===== src/rtl/pmc_pkg.sv =====
// power mode controller constants, register map and types
package pmc_pkg;
  // ------------------------------------------------------------
  // register offsets
  // ------------------------------------------------------------
  localparam logic [7:0] OFS_OSC_CTRL = 8'h00;
  localparam logic [7:0] OFS_STOP_IDLE = 8'h04;
  localparam logic [7:0] OFS_STATUS = 8'h08;
  // ------------------------------------------------------------
  // field positions and reset values
  // ------------------------------------------------------------
  localparam int SRC_LSB = 0;
  localparam int SLEEP_SEL_BIT = 4;
  localparam int FAIL_MON_BIT = 7;
  localparam int CUR_SRC_LSB = 12;
  localparam int DIV_LSB = 19;
  localparam int ST_BUSY_BIT = 4;
  localparam logic [2:0] SRC_RST = 3'h0;
  localparam logic SLEEP_SEL_RST = 1'b0;
  localparam logic FAIL_MON_RST = 1'b1;
  localparam logic [1:0] DIV_RST = 2'h0;
  localparam int NUM_PERIPH = 8;
  localparam int CNT_W = 12;
  // ------------------------------------------------------------
  // timing
  // ------------------------------------------------------------
  localparam int CLK_PERIOD_NS = 8;
  localparam int OSC_START_NS = 1000;
  localparam int PLL_LOCK_NS = 2000;
  localparam int OSC_START_CYC = (OSC_START_NS + CLK_PERIOD_NS - 1) / CLK_PERIOD_NS;
  localparam int PLL_LOCK_CYC = (PLL_LOCK_NS + CLK_PERIOD_NS - 1) / CLK_PERIOD_NS;
  // ------------------------------------------------------------
  // types
  // ------------------------------------------------------------
  typedef enum logic [2:0] {
    SRC_FAST_INTERNAL_OSC = 3'h0,
    SRC_FAST_INTERNAL_OSC_DIV = 3'h1,
    SRC_PRIMARY_OSC = 3'h2,
    SRC_PRIMARY_OSC_PLL = 3'h3,
    SRC_SECONDARY_OSC = 3'h4,
    SRC_LOW_POWER_INTERNAL_OSC = 3'h5
  } pmc_src_t;
  typedef enum logic [3:0] {
    ST_RUN = 4'b0001,
    ST_IDLE = 4'b0010,
    ST_SLEEP = 4'b0100,
    ST_WAKE = 4'b1000
  } pmc_state_t;
endpackage


===== src/rtl/pmc_top.sv =====
// power mode controller: run, idle and sleep sequencing with clock gating
//
// Implementation choices: the plain strobed port and the address map.
`timescale 1ns/10ps
module pmc_top #(
  parameter int NPER = pmc_pkg::NUM_PERIPH,
  parameter int OSC_START = pmc_pkg::OSC_START_CYC,
  parameter int PLL_LOCK = pmc_pkg::PLL_LOCK_CYC
) (
  // clock and reset
  input wire logic clk,
  input wire logic rst_b,
  // register port
  input wire logic [7:0] reg_addr,
  input wire logic [31:0] reg_wdata,
  input wire logic reg_wr,
  input wire logic reg_rd,
  output logic [31:0] reg_rdata,
  // core and interrupt controller
  input wire logic wait_exec,
  input wire logic [2:0] cpu_priority,
  input wire logic irq_valid,
  input wire logic [2:0] irq_priority,
  input wire logic irq_sleep_src,
  input wire logic wdt_timeout,
  input wire logic reset_event,
  input wire logic usb_osc_req,
  input wire logic [NPER-1:0] periph_own_clk,
  // clock gating and status
  output logic cpu_clk_en,
  output logic system_clock_main_en,
  output logic peripheral_bus_clock_en,
  output logic [NPER-1:0] periph_run,
  output logic fail_mon_en,
  output logic brownout_en,
  output logic [2:0] clk_src_sel,
  output logic cpu_wake,
  output logic [3:0] power_mode
);
  import pmc_pkg::*;

  // ------------------------------------------------------------
  // registers and state
  // ------------------------------------------------------------
  pmc_state_t state_q, state_d;
  logic [2:0] req_src_q, cur_src_q, sw_tgt_q;
  logic sleep_sel_q, fail_mon_q, sw_busy_q, wake_idle_q;
  logic [1:0] div_q;
  logic [NPER-1:0] stop_idle_q, periph_run_q;
  logic [CNT_W-1:0] sw_cnt_q, wake_cnt_q;
  logic [2:0] div_cnt_q;
  logic [31:0] rdata_q, osc_rd;
  logic cpu_clk_en_q, system_clock_main_en_q, peripheral_bus_clock_en_q, fail_mon_en_q;
  logic hi_irq, hi_sleep, lo_sleep, exit_evt, clk_good_d, usb_keep, brownout_en_q, cpu_wake_q;
  logic [CNT_W-1:0] wake_delay;
  logic [2:0] div_mask;

  // crystal sources need start-up, the pll adds its lock time on top
  function automatic logic [CNT_W-1:0] src_delay(input logic [2:0] src);
    logic [CNT_W-1:0] d;
    d = '0;
    case (src)
      SRC_PRIMARY_OSC, SRC_SECONDARY_OSC: d = CNT_W'(OSC_START);
      SRC_PRIMARY_OSC_PLL: d = CNT_W'(OSC_START + PLL_LOCK);
      default: d = '0;
    endcase
    return d;
  endfunction

  // ------------------------------------------------------------
  // register writes
  // ------------------------------------------------------------
  always_ff @(posedge clk) begin
    if (!rst_b) begin
      req_src_q <= SRC_RST;
      sleep_sel_q <= SLEEP_SEL_RST;
      fail_mon_q <= FAIL_MON_RST;
      div_q <= DIV_RST;
    end else if (reg_wr && reg_addr == OFS_OSC_CTRL) begin
      req_src_q <= reg_wdata[SRC_LSB+:3];
      sleep_sel_q <= reg_wdata[SLEEP_SEL_BIT];
      fail_mon_q <= reg_wdata[FAIL_MON_BIT];
      div_q <= reg_wdata[DIV_LSB+:2];
    end
  end

  always_ff @(posedge clk) begin
    if (!rst_b) begin
      stop_idle_q <= '0;
    end else if (reg_wr && reg_addr == OFS_STOP_IDLE) begin
      stop_idle_q <= reg_wdata[NPER-1:0];
    end
  end

  // ------------------------------------------------------------
  // register reads
  // ------------------------------------------------------------
  always_comb begin
    osc_rd = '0;
    osc_rd[SRC_LSB+:3] = req_src_q;
    osc_rd[SLEEP_SEL_BIT] = sleep_sel_q;
    osc_rd[FAIL_MON_BIT] = fail_mon_q;
    osc_rd[CUR_SRC_LSB+:3] = cur_src_q;
    osc_rd[DIV_LSB+:2] = div_q;
  end

  // data stand only in the cycle after the strobe; unmapped reads give zero
  always_ff @(posedge clk) begin
    if (!rst_b) begin
      rdata_q <= '0;
    end else if (reg_rd) begin
      case (reg_addr)
        OFS_OSC_CTRL: rdata_q <= osc_rd;
        OFS_STOP_IDLE: rdata_q <= 32'(stop_idle_q);
        OFS_STATUS: rdata_q <= {27'h0, sw_busy_q, state_q};
        default: rdata_q <= '0;
      endcase
    end else begin
      rdata_q <= '0;
    end
  end

  // ------------------------------------------------------------
  // mode sequencing
  // ------------------------------------------------------------
  assign hi_irq = irq_valid && (irq_priority > cpu_priority);
  assign hi_sleep = hi_irq && irq_sleep_src;
  assign lo_sleep = irq_valid && irq_sleep_src && !hi_irq;
  assign exit_evt = wdt_timeout || reset_event;
  // a source the usb kept alive through sleep needs no start-up on wake
  assign wake_delay = system_clock_main_en_q ? '0 : src_delay(cur_src_q);

  always_comb begin
    state_d = state_q;
    case (state_q)
      ST_RUN: begin
        if (wait_exec) begin
          state_d = sleep_sel_q ? ST_SLEEP : ST_IDLE;
        end
      end
      ST_IDLE: begin
        if (hi_irq || exit_evt) begin
          state_d = ST_RUN;
        end
      end
      ST_SLEEP: begin
        if (hi_sleep || exit_evt || lo_sleep) begin
          if (wake_delay != '0) begin
            state_d = ST_WAKE;
          end else begin
            state_d = (hi_sleep || exit_evt) ? ST_RUN : ST_IDLE;
          end
        end
      end
      ST_WAKE: begin
        if (wake_cnt_q == CNT_W'(1)) begin
          state_d = (wake_idle_q && !hi_irq && !exit_evt) ? ST_IDLE : ST_RUN;
        end
      end
      default: state_d = ST_RUN;
    endcase
  end

  // sleep entry leaves the watchdog alone: no clear is issued here
  always_ff @(posedge clk) begin
    if (!rst_b) begin
      state_q <= ST_RUN;
    end else begin
      state_q <= state_d;
    end
  end

  always_ff @(posedge clk) begin
    if (!rst_b) begin
      wake_cnt_q <= '0;
      wake_idle_q <= 1'b0;
    end else if (state_q == ST_SLEEP && state_d == ST_WAKE) begin
      wake_cnt_q <= wake_delay;
      wake_idle_q <= !(hi_sleep || exit_evt);
    end else if (state_q == ST_WAKE) begin
      wake_cnt_q <= wake_cnt_q - CNT_W'(1);
      if (hi_irq || exit_evt) begin
        wake_idle_q <= 1'b0;
      end
    end
  end

  // ------------------------------------------------------------
  // clock source switching
  // ------------------------------------------------------------
  // the switch only advances in run; it pauses while the core is halted
  always_ff @(posedge clk) begin
    if (!rst_b) begin
      cur_src_q <= SRC_RST;
      sw_tgt_q <= SRC_RST;
      sw_busy_q <= 1'b0;
      sw_cnt_q <= '0;
    end else if (state_q == ST_RUN) begin
      if (sw_busy_q) begin
        sw_cnt_q <= sw_cnt_q - CNT_W'(1);
        if (sw_cnt_q == CNT_W'(1)) begin
          cur_src_q <= sw_tgt_q;
          sw_busy_q <= 1'b0;
        end
      end else if (req_src_q != cur_src_q) begin
        if (src_delay(req_src_q) == '0) begin
          cur_src_q <= req_src_q;
        end else begin
          sw_tgt_q <= req_src_q;
          sw_cnt_q <= src_delay(req_src_q);
          sw_busy_q <= 1'b1;
        end
      end
    end
  end

  // ------------------------------------------------------------
  // clock gating outputs
  // ------------------------------------------------------------
  assign usb_keep = usb_osc_req && (cur_src_q inside {SRC_PRIMARY_OSC, SRC_PRIMARY_OSC_PLL,
    SRC_FAST_INTERNAL_OSC, SRC_FAST_INTERNAL_OSC_DIV});
  assign clk_good_d = (state_d == ST_RUN) || (state_d == ST_IDLE);

  always_ff @(posedge clk) begin
    if (!rst_b) begin
      cpu_clk_en_q <= 1'b1;
      system_clock_main_en_q <= 1'b1;
      fail_mon_en_q <= FAIL_MON_RST;
      brownout_en_q <= 1'b1;
      cpu_wake_q <= 1'b0;
    end else begin
      cpu_clk_en_q <= (state_d == ST_RUN);
      system_clock_main_en_q <= (state_d != ST_SLEEP) || usb_keep;
      fail_mon_en_q <= fail_mon_q && (state_d != ST_SLEEP);
      brownout_en_q <= 1'b1;
      cpu_wake_q <= (state_d == ST_RUN) && (state_q != ST_RUN);
    end
  end

  // peripheral bus divider: one enable every 1, 2, 4 or 8 system cycles
  assign div_mask = 3'(({1'b0, 3'h1} << div_q) - 4'h1);

  always_ff @(posedge clk) begin
    if (!rst_b) begin
      div_cnt_q <= '0;
      peripheral_bus_clock_en_q <= 1'b0;
    end else if (clk_good_d) begin
      div_cnt_q <= div_cnt_q + 3'h1;
      peripheral_bus_clock_en_q <= ((div_cnt_q & div_mask) == div_mask);
    end else begin
      div_cnt_q <= '0;
      peripheral_bus_clock_en_q <= 1'b0;
    end
  end

  genvar gi;
  generate
    for (gi = 0; gi < NPER; gi++) begin : g_per
      always_ff @(posedge clk) begin
        if (!rst_b) begin
          periph_run_q[gi] <= 1'b1;
        end else if (clk_good_d) begin
          periph_run_q[gi] <= !(state_d == ST_IDLE && stop_idle_q[gi]);
        end else begin
          periph_run_q[gi] <= periph_own_clk[gi];
        end
      end
    end
  endgenerate

  assign reg_rdata = rdata_q;
  assign cpu_clk_en = cpu_clk_en_q;
  assign system_clock_main_en = system_clock_main_en_q;
  assign peripheral_bus_clock_en = peripheral_bus_clock_en_q;
  assign periph_run = periph_run_q;
  assign fail_mon_en = fail_mon_en_q;
  assign brownout_en = brownout_en_q;
  assign clk_src_sel = cur_src_q;
  assign cpu_wake = cpu_wake_q;
  assign power_mode = state_q;
endmodule


===== config.mk =====
export PLATFORM = sky130hd
export DESIGN_NAME = pmc_top
export DESIGN_NICKNAME = d
export VERILOG_FILES = /design/src/rtl/pmc_pkg.sv /design/src/rtl/pmc_top.sv
export SDC_FILE = /design/constraint.sdc
export NUM_CORES = 1
export LEC_CHECK = 0
export BUFFER_PORTS_ARGS = -buffer_cell sky130_fd_sc_hd__buf_4
export CAP_MARGIN = 25
export CORE_MARGIN = 2
export CORE_UTILIZATION = 45
export DETAILED_ROUTE_END_ITERATION = 7
export PLACE_DENSITY = 0.75
export SYNTH_ARGS = -nofsm -noshare
export SYNTH_HDL_FRONTEND = slang
export SYNTH_SLANG_ARGS = --single-unit

===== constraint.sdc =====
create_clock -name clk -period 3.22 [get_ports clk]
set_clock_uncertainty 0.05 [all_clocks]
set_input_delay 0.322 -clock clk [delete_from_list [all_inputs] [get_ports clk]]
set_output_delay 0.322 -clock clk [all_outputs]
set_load 0.1 [all_outputs]

**After elaboration in Yosys (flattened, before gate mapping)**

Cells that the tools add are included.

- Bits in registers: 99
- Input bits: 64
- Output and inout port bits: 53

- Add/sub/neg operators: 4
- Order comparisons: 1
- Eq/ne operators: 24
- Shift-type cells: 1
- Muxes and demuxes: 41
- Bitwise operators: 3
- Reductions and logical operators: 54

Operators with widths:

| cell | count |
|---|---|
| 12-bit 2-to-1 mux | 10 |
| 21-bit case mux with 3 select lines | 1 |
| 9-bit case mux with 2 select lines | 2 |
| 12-bit by 1-bit equality test with 1-bit output (second input constant) | 2 |
| 12-bit by 1-bit subtractor with 12-bit output (second input constant) | 2 |
| 1-bit logical AND | 20 |
| 4-bit 2-to-1 mux | 5 |
| 4-bit case mux with 4 select lines | 1 |
| 1-bit 2-to-1 mux | 15 |
| 3-bit 2-to-1 mux | 5 |
| 3-bit by 2-bit equality test with 1-bit output (second input constant) | 4 |
| 12-bit logical NOT | 1 |
| 12-bit nonzero test | 1 |
| 1-bit logical NOT | 11 |
| 4-bit by 1-bit equality test with 1-bit output (second input constant) | 2 |
| 4-bit by 2-bit equality test with 1-bit output (second input constant) | 2 |
| 4-bit equality test (second input constant) | 2 |
| 8-bit by 3-bit equality test with 1-bit output (second input constant) | 1 |
| 8-bit by 4-bit equality test with 1-bit output (second input constant) | 1 |
| 8-bit logical NOT | 1 |
| 4-bit AND reduction | 2 |
| 2-bit nonzero test | 4 |
| 3-bit equality test (second input constant) | 2 |
| 1-bit logical OR | 6 |
| other kinds (20) | 25 |

**Longest topological paths before layout**

- Word-level depth: 12
- Depth in mapped cells: 9
- Gate-level depth less buffers: 8

**Least setup slack after synthesis**

OpenSTA, ideal clock, no wires.

- Path type: register to register
- Start: register state_q[3], in the netlist power_mode[3]
- End: register wake_cnt_q[11]
- Data arrival time: 2.986 ns
- Data required time: 3.053 ns
- Slack: 0.067 ns
- Cell stages (with the launch flop): 9
- Period minus slack after synthesis: 3.153 ns
- Path through: dfxtp_1 -> buf_2 -> or4b_1 -> buf_2 -> or4_4 -> or3_4 -> nor3b_2 -> xnor2_1 -> nor2_2

- Longest elaborated chain between the ends: 5
- Elaborated cells on any way between the ends: 13
- Classes of those cells: eq/ne: 5; mux: 6; reduce/logical: 2

RTL lines:

| element | line | text |
|---|---|---|
| from (decl) | pmc_top.sv:45 | `pmc_state_t state_q, state_d;` |
| from (signal assigned) | pmc_top.sv:169 | `state_q <= state_d;` |
| 4-bit equality test, or another cell as far along | pmc_top.sv:135, pmc_top.sv:180 |  |
| 4-bit case mux with 4 select lines | pmc_top.sv:135 | `case (state_q)` |
| 4-bit equality test | pmc_top.sv:177 | `end else if (state_q == ST_SLEEP && state_d == ST_WAKE) begin` |
| 1-bit logical AND | pmc_top.sv:177 |  |
| 12-bit 2-to-1 mux / 2-bit nonzero test (equally long branches) | -- |  |
| to (signal assigned) | pmc_top.sv:178 | `wake_cnt_q <= wake_delay;` |
| to (signal assigned) | pmc_top.sv:181 | `wake_cnt_q <= wake_cnt_q - CNT_W'(1);` |
| to (decl) | pmc_top.sv:50 | `logic [CNT_W-1:0] sw_cnt_q, wake_cnt_q;` |

Several ways; a longest one is shown, not always the timed one.
A chain may end at the register's enable or synchronous reset.

**Final worst setup path**

- Start: register state_q[2], in the netlist power_mode[2]
- End: register periph_run_q[1], in the netlist periph_run[1]

- Longest elaborated chain between the ends: 6
- Elaborated cells on any way between the ends: 15
- Classes of those cells: eq/ne: 6; mux: 6; reduce/logical: 3

RTL lines:

| element | line | text |
|---|---|---|
| 4-bit equality test, or another cell as far along | pmc_top.sv:135 |  |
| 4-bit case mux with 4 select lines * | pmc_top.sv:135 |  |
| 4-bit by 2-bit equality test with 1-bit output | pmc_top.sv:222, pmc_top.sv:263 |  |
| 1-bit logical AND | pmc_top.sv:263 | `periph_run_q[gi] <= !(state_d == ST_IDLE && stop_idle_q[gi]);` |
| 1-bit logical NOT | pmc_top.sv:263 |  |
| 1-bit 2-to-1 mux * | pmc_top.sv:262 | `end else if (clk_good_d) begin` |
| to (signal, indexed assignment) | pmc_top.sv:263 |  |
| to (signal, indexed assignment) | pmc_top.sv:265 | `periph_run_q[gi] <= periph_own_clk[gi];` |
| to (decl) | pmc_top.sv:49 | `logic [NPER-1:0] stop_idle_q, periph_run_q;` |

Every way passes the cells marked *; elsewhere a longest branch is shown, timed or not.

==> metrics.md <==
| Metric | Value |
|---|---|
| Worst VDD drop | 0.2462 mV |
| Most common cell after layout, fill and taps aside | dfxtp_1 |
| Status | finished, final reports clean |
| Post-Synth Adder-Cell Area | 2.567% |
| Compound-gate portion of the synthesized area | 13.28% |
| DR iter-0 viols | 139 |
| Setup TNS | 0 ps |
| Post-synthesis xor/xnor area fraction | 4.042% |
| Overall Global Routing Usage | 19.07% |
| Pleak | 2.130 nW |
| Routed WL | 8941 um |
| Final hold violations | 0 |
| Crit-path max FO | 10 |
| Post-synth EDFFs | 0 |
| CP arrival | 2750 ps |
| Routability cong. | 0.8229 |
| Largest family of logic cells by synthesized area | simple AND/OR/NAND/NOR gates |
| Pwr Density | 434.2 nW/um2 |
| Fmax | 386.8 MHz |
| Remaining Overflow, GRT | 0 |
| TritonCTS Buffers | 9 |
| Mean post-synth cell area | 8.945 um2 |
| Type of the worst setup path | reg -> reg |
| Simple-gate portion of the synthesized area | 24.06% |
| Largest net degree at the start of global routing | 61 |
| Io pins | 117 |
| Dpl ws | 651.9 ps |
| Row Count | 33 |
| First-pass GRT wire length | 15,010 um |
| Actual slew at the worst max-slew pin | 768.4 ps |
| Slew headroom | 48.72% |
| Yosys reg bits | 80 |
| Async SR Flop Fraction | 0% |
| DP HPWL | 6550 um |
| Port Buf Inserts | 74 |
| Vias/cell | 5.379 |
| Post-Syn Area | 3900 um2 |
| Core ar. | 8299 um2 |
| Diode count | 0 |
| Ratio of cells with drive above 1 in the final layout | 20.66% |
| Initial antenna violation count | 0 |
| Hold Buf Count CTS | 0 |
| Critical Path End Type | flip-flop |
| Syn-to-layout area delta | 19.31% |
| Final #Nets | 580 |
| Htree depth | 3 |
| RSZ-0062 raised after global routing | false |
| Post-CTS setup buffers | 0 |
| Mux cell area share after synthesis | 7.251% |
| Min Clock Period, post-route | 2585 ps |
| Die height | 97.10 um |
| Ys flop type | dfxtp_1 |
| Max-cap check violation count | 0 |
| CTS tree | built |
| Effective utilization at floorplan | 46.99% |
| Die X-Extent | 97.10 um |
| DR vias | 3,324 |
| Layout fillers | 746 |
| DRC | 0 |
| Clock buffer depth | 2 |
| CTS sink cnt | 80 |
| Clk_lat worst skew | 360 ps |
| Post-CTS sizing | 0 |
| Clock tree root buffer cell | clkbuf_8 |
| WL/cell | 14.47 um |
| Setup WS post-layout | 634.5 ps |
| Die area | 9427 um2 |
| Req. time, crit path | 3390 ps |
| Final Setup Violations | 0 |
| Drt pass-1 iters | 4 |
| Slew Limit Fails | 0 |
| Power, Total | 2.021 mW |
| Cells after Synth | 436 |
| Commonest non-fill, non-tap cells in the layout | dfxtp_1, buf_4, nor2_1 |
| Synth warn | 0 |
| Period utilization | 80.29% |
| CTS clk-pin slew, worst paths | 90 ps |
| Sequential fraction of the synthesis area | 41.07% |
| Synth unique cells | 56 |
| Hold Crit Class | in -> reg |
| Startpoint Class | flip-flop |
| Final ANT Viol Nets | 0 |
| Vias in the first global route | 3,162 |
synthesized netlist by cell type (all sizes together), types with 3 or more instances:
cell type	instances	area share, %
or4b	3	0.77
o21a	4	0.77
nand4	5	0.80
a21o	3	0.58
mux2i	26	6.7
and3b	3	0.67
nor4	6	0.96
inv	19	1.8
buf	27	4.8
a32oi	7	1.6
xor2	8	1.8
or4	3	0.67
a21boi	9	1.7
and3	9	1.4
o211a	3	0.77
ha	8	2.6
nor2b	32	5.1
a211oi	3	0.58
o211ai	3	0.58
o31ai	5	0.96
nor3b	3	0.71
a21oi	11	1.4
nand2b	3	0.48
nand3	16	2.1
o21ai	12	1.5
clkbuf	9	0.87
or3	3	0.61
nand2	29	2.8
dfxtp	80	41
a22oi	3	0.58
nor2	41	4.0
xnor2	10	2.2
nor4b	4	1.1
nor3	8	1.2
cells by family after synthesis:
| logic type | Yosys count |
|---|---|
| and+or+nand+nor | 172 |
| DFF | 80 |
| AOI/OAI and AO/OA | 73 |
| buffers and inverters | 55 |
| muxes | 28 |
| xor gates and xnor gates | 18 |
| adders and majority gates | 8 |
| other | 2 |
layer usage:
layer,GRT usage (%),wire length [um],vias up
met2,30.93,4345,117
met4,5.309,128,0
li1,-,-,1636
met5,0,0,-
met1,25.25,3932,1556
met3,4.892,535,15
state kept, by name (all words and copies together), names as in the netlist:
signal and flops:
reg_rdata 13, wake_cnt_q 12, power_mode 4, wake_idle_q 1, sw_busy_q 1, sw_tgt_q 3
div_cnt_q 3, sleep_sel_q 1, cpu_wake 1, periph_run 8, peripheral_bus_clock_en 1, req_src_q 3
fail_mon_en 1, stop_idle_q 8, fail_mon_q 1, sw_cnt_q 12, system_clock_main_en 1, cpu_clk_en 1
div_q 2, clk_src_sel 3
worst max-delay path, cell delays in order, from the launching register on:
cell and delay, ps:
dfxtp_1 500, or4b_2 660, nor4_1 190, o311a_1 230, a211oi_1 70, nor2b_1 550
a22oi_1 200
layout make-up:
| cell class | count | area (um2) | area share [%] |
|---|---|---|---|
| clock buffers | 9 | 123.9 | 2.662 |
| clock inverters | 7 | 60.06 | 1.291 |
| flip-flops and latches | 80 | 1602 | 34.42 |
| well taps | 105 | 131.4 | 2.823 |
| multi-input cells | 319 | 2072 | 44.53 |
| repair buffers | 79 | 593.1 | 12.75 |
| inverters | 19 | 71.32 | 1.533 |
report_power, final:
group	total [mW]	leakage, nW	internal [mW]	switching (mW)
combinational	0.313	1.39	0.0781	0.235
clock	0.698	0.0973	0.298	0.400
sequential	1.01	0.647	1.00	0.00905
total	2.02	2.13	1.38	0.644
metrics by stage:
stage | area, um2 | util (%) | std cells | hold slack [ps]
after floorplan | 3968 | - | 454 | 351.3
after global placement | 4469 | 53.85 | 602 | 384.9
after detailed placement | 4469 | 53.85 | 602 | 401.8
after CTS | 4653 | 56.07 | 618 | 132.9
after global routing | 4653 | 56.07 | 618 | 150.0
final | 4653 | 56.07 | 618 | 142.0
final timing paths:
| kind | start | cells past startpoint | slack [ps] | endpoint |
|---|---|---|---|---|
| setup reg to reg | power_mode[2]$_SDFF_PN0_ | 6 | 630 | periph_run[1]$_SDFF_PN1_ |
| hold reg to reg | stop_idle_q[5]$_SDFFE_PN0P_ | 1 | 420 | periph_run[5]$_SDFF_PN1_ |
| hold / removal | reg_addr[3] | 2 | 140 | reg_rdata[7]$_SDFF_PN0_ |
| setup / recovery | power_mode[2]$_SDFF_PN0_ | 6 | 630 | periph_run[1]$_SDFF_PN1_ |
Note: power is estimated with default switching activity, not from simulation.
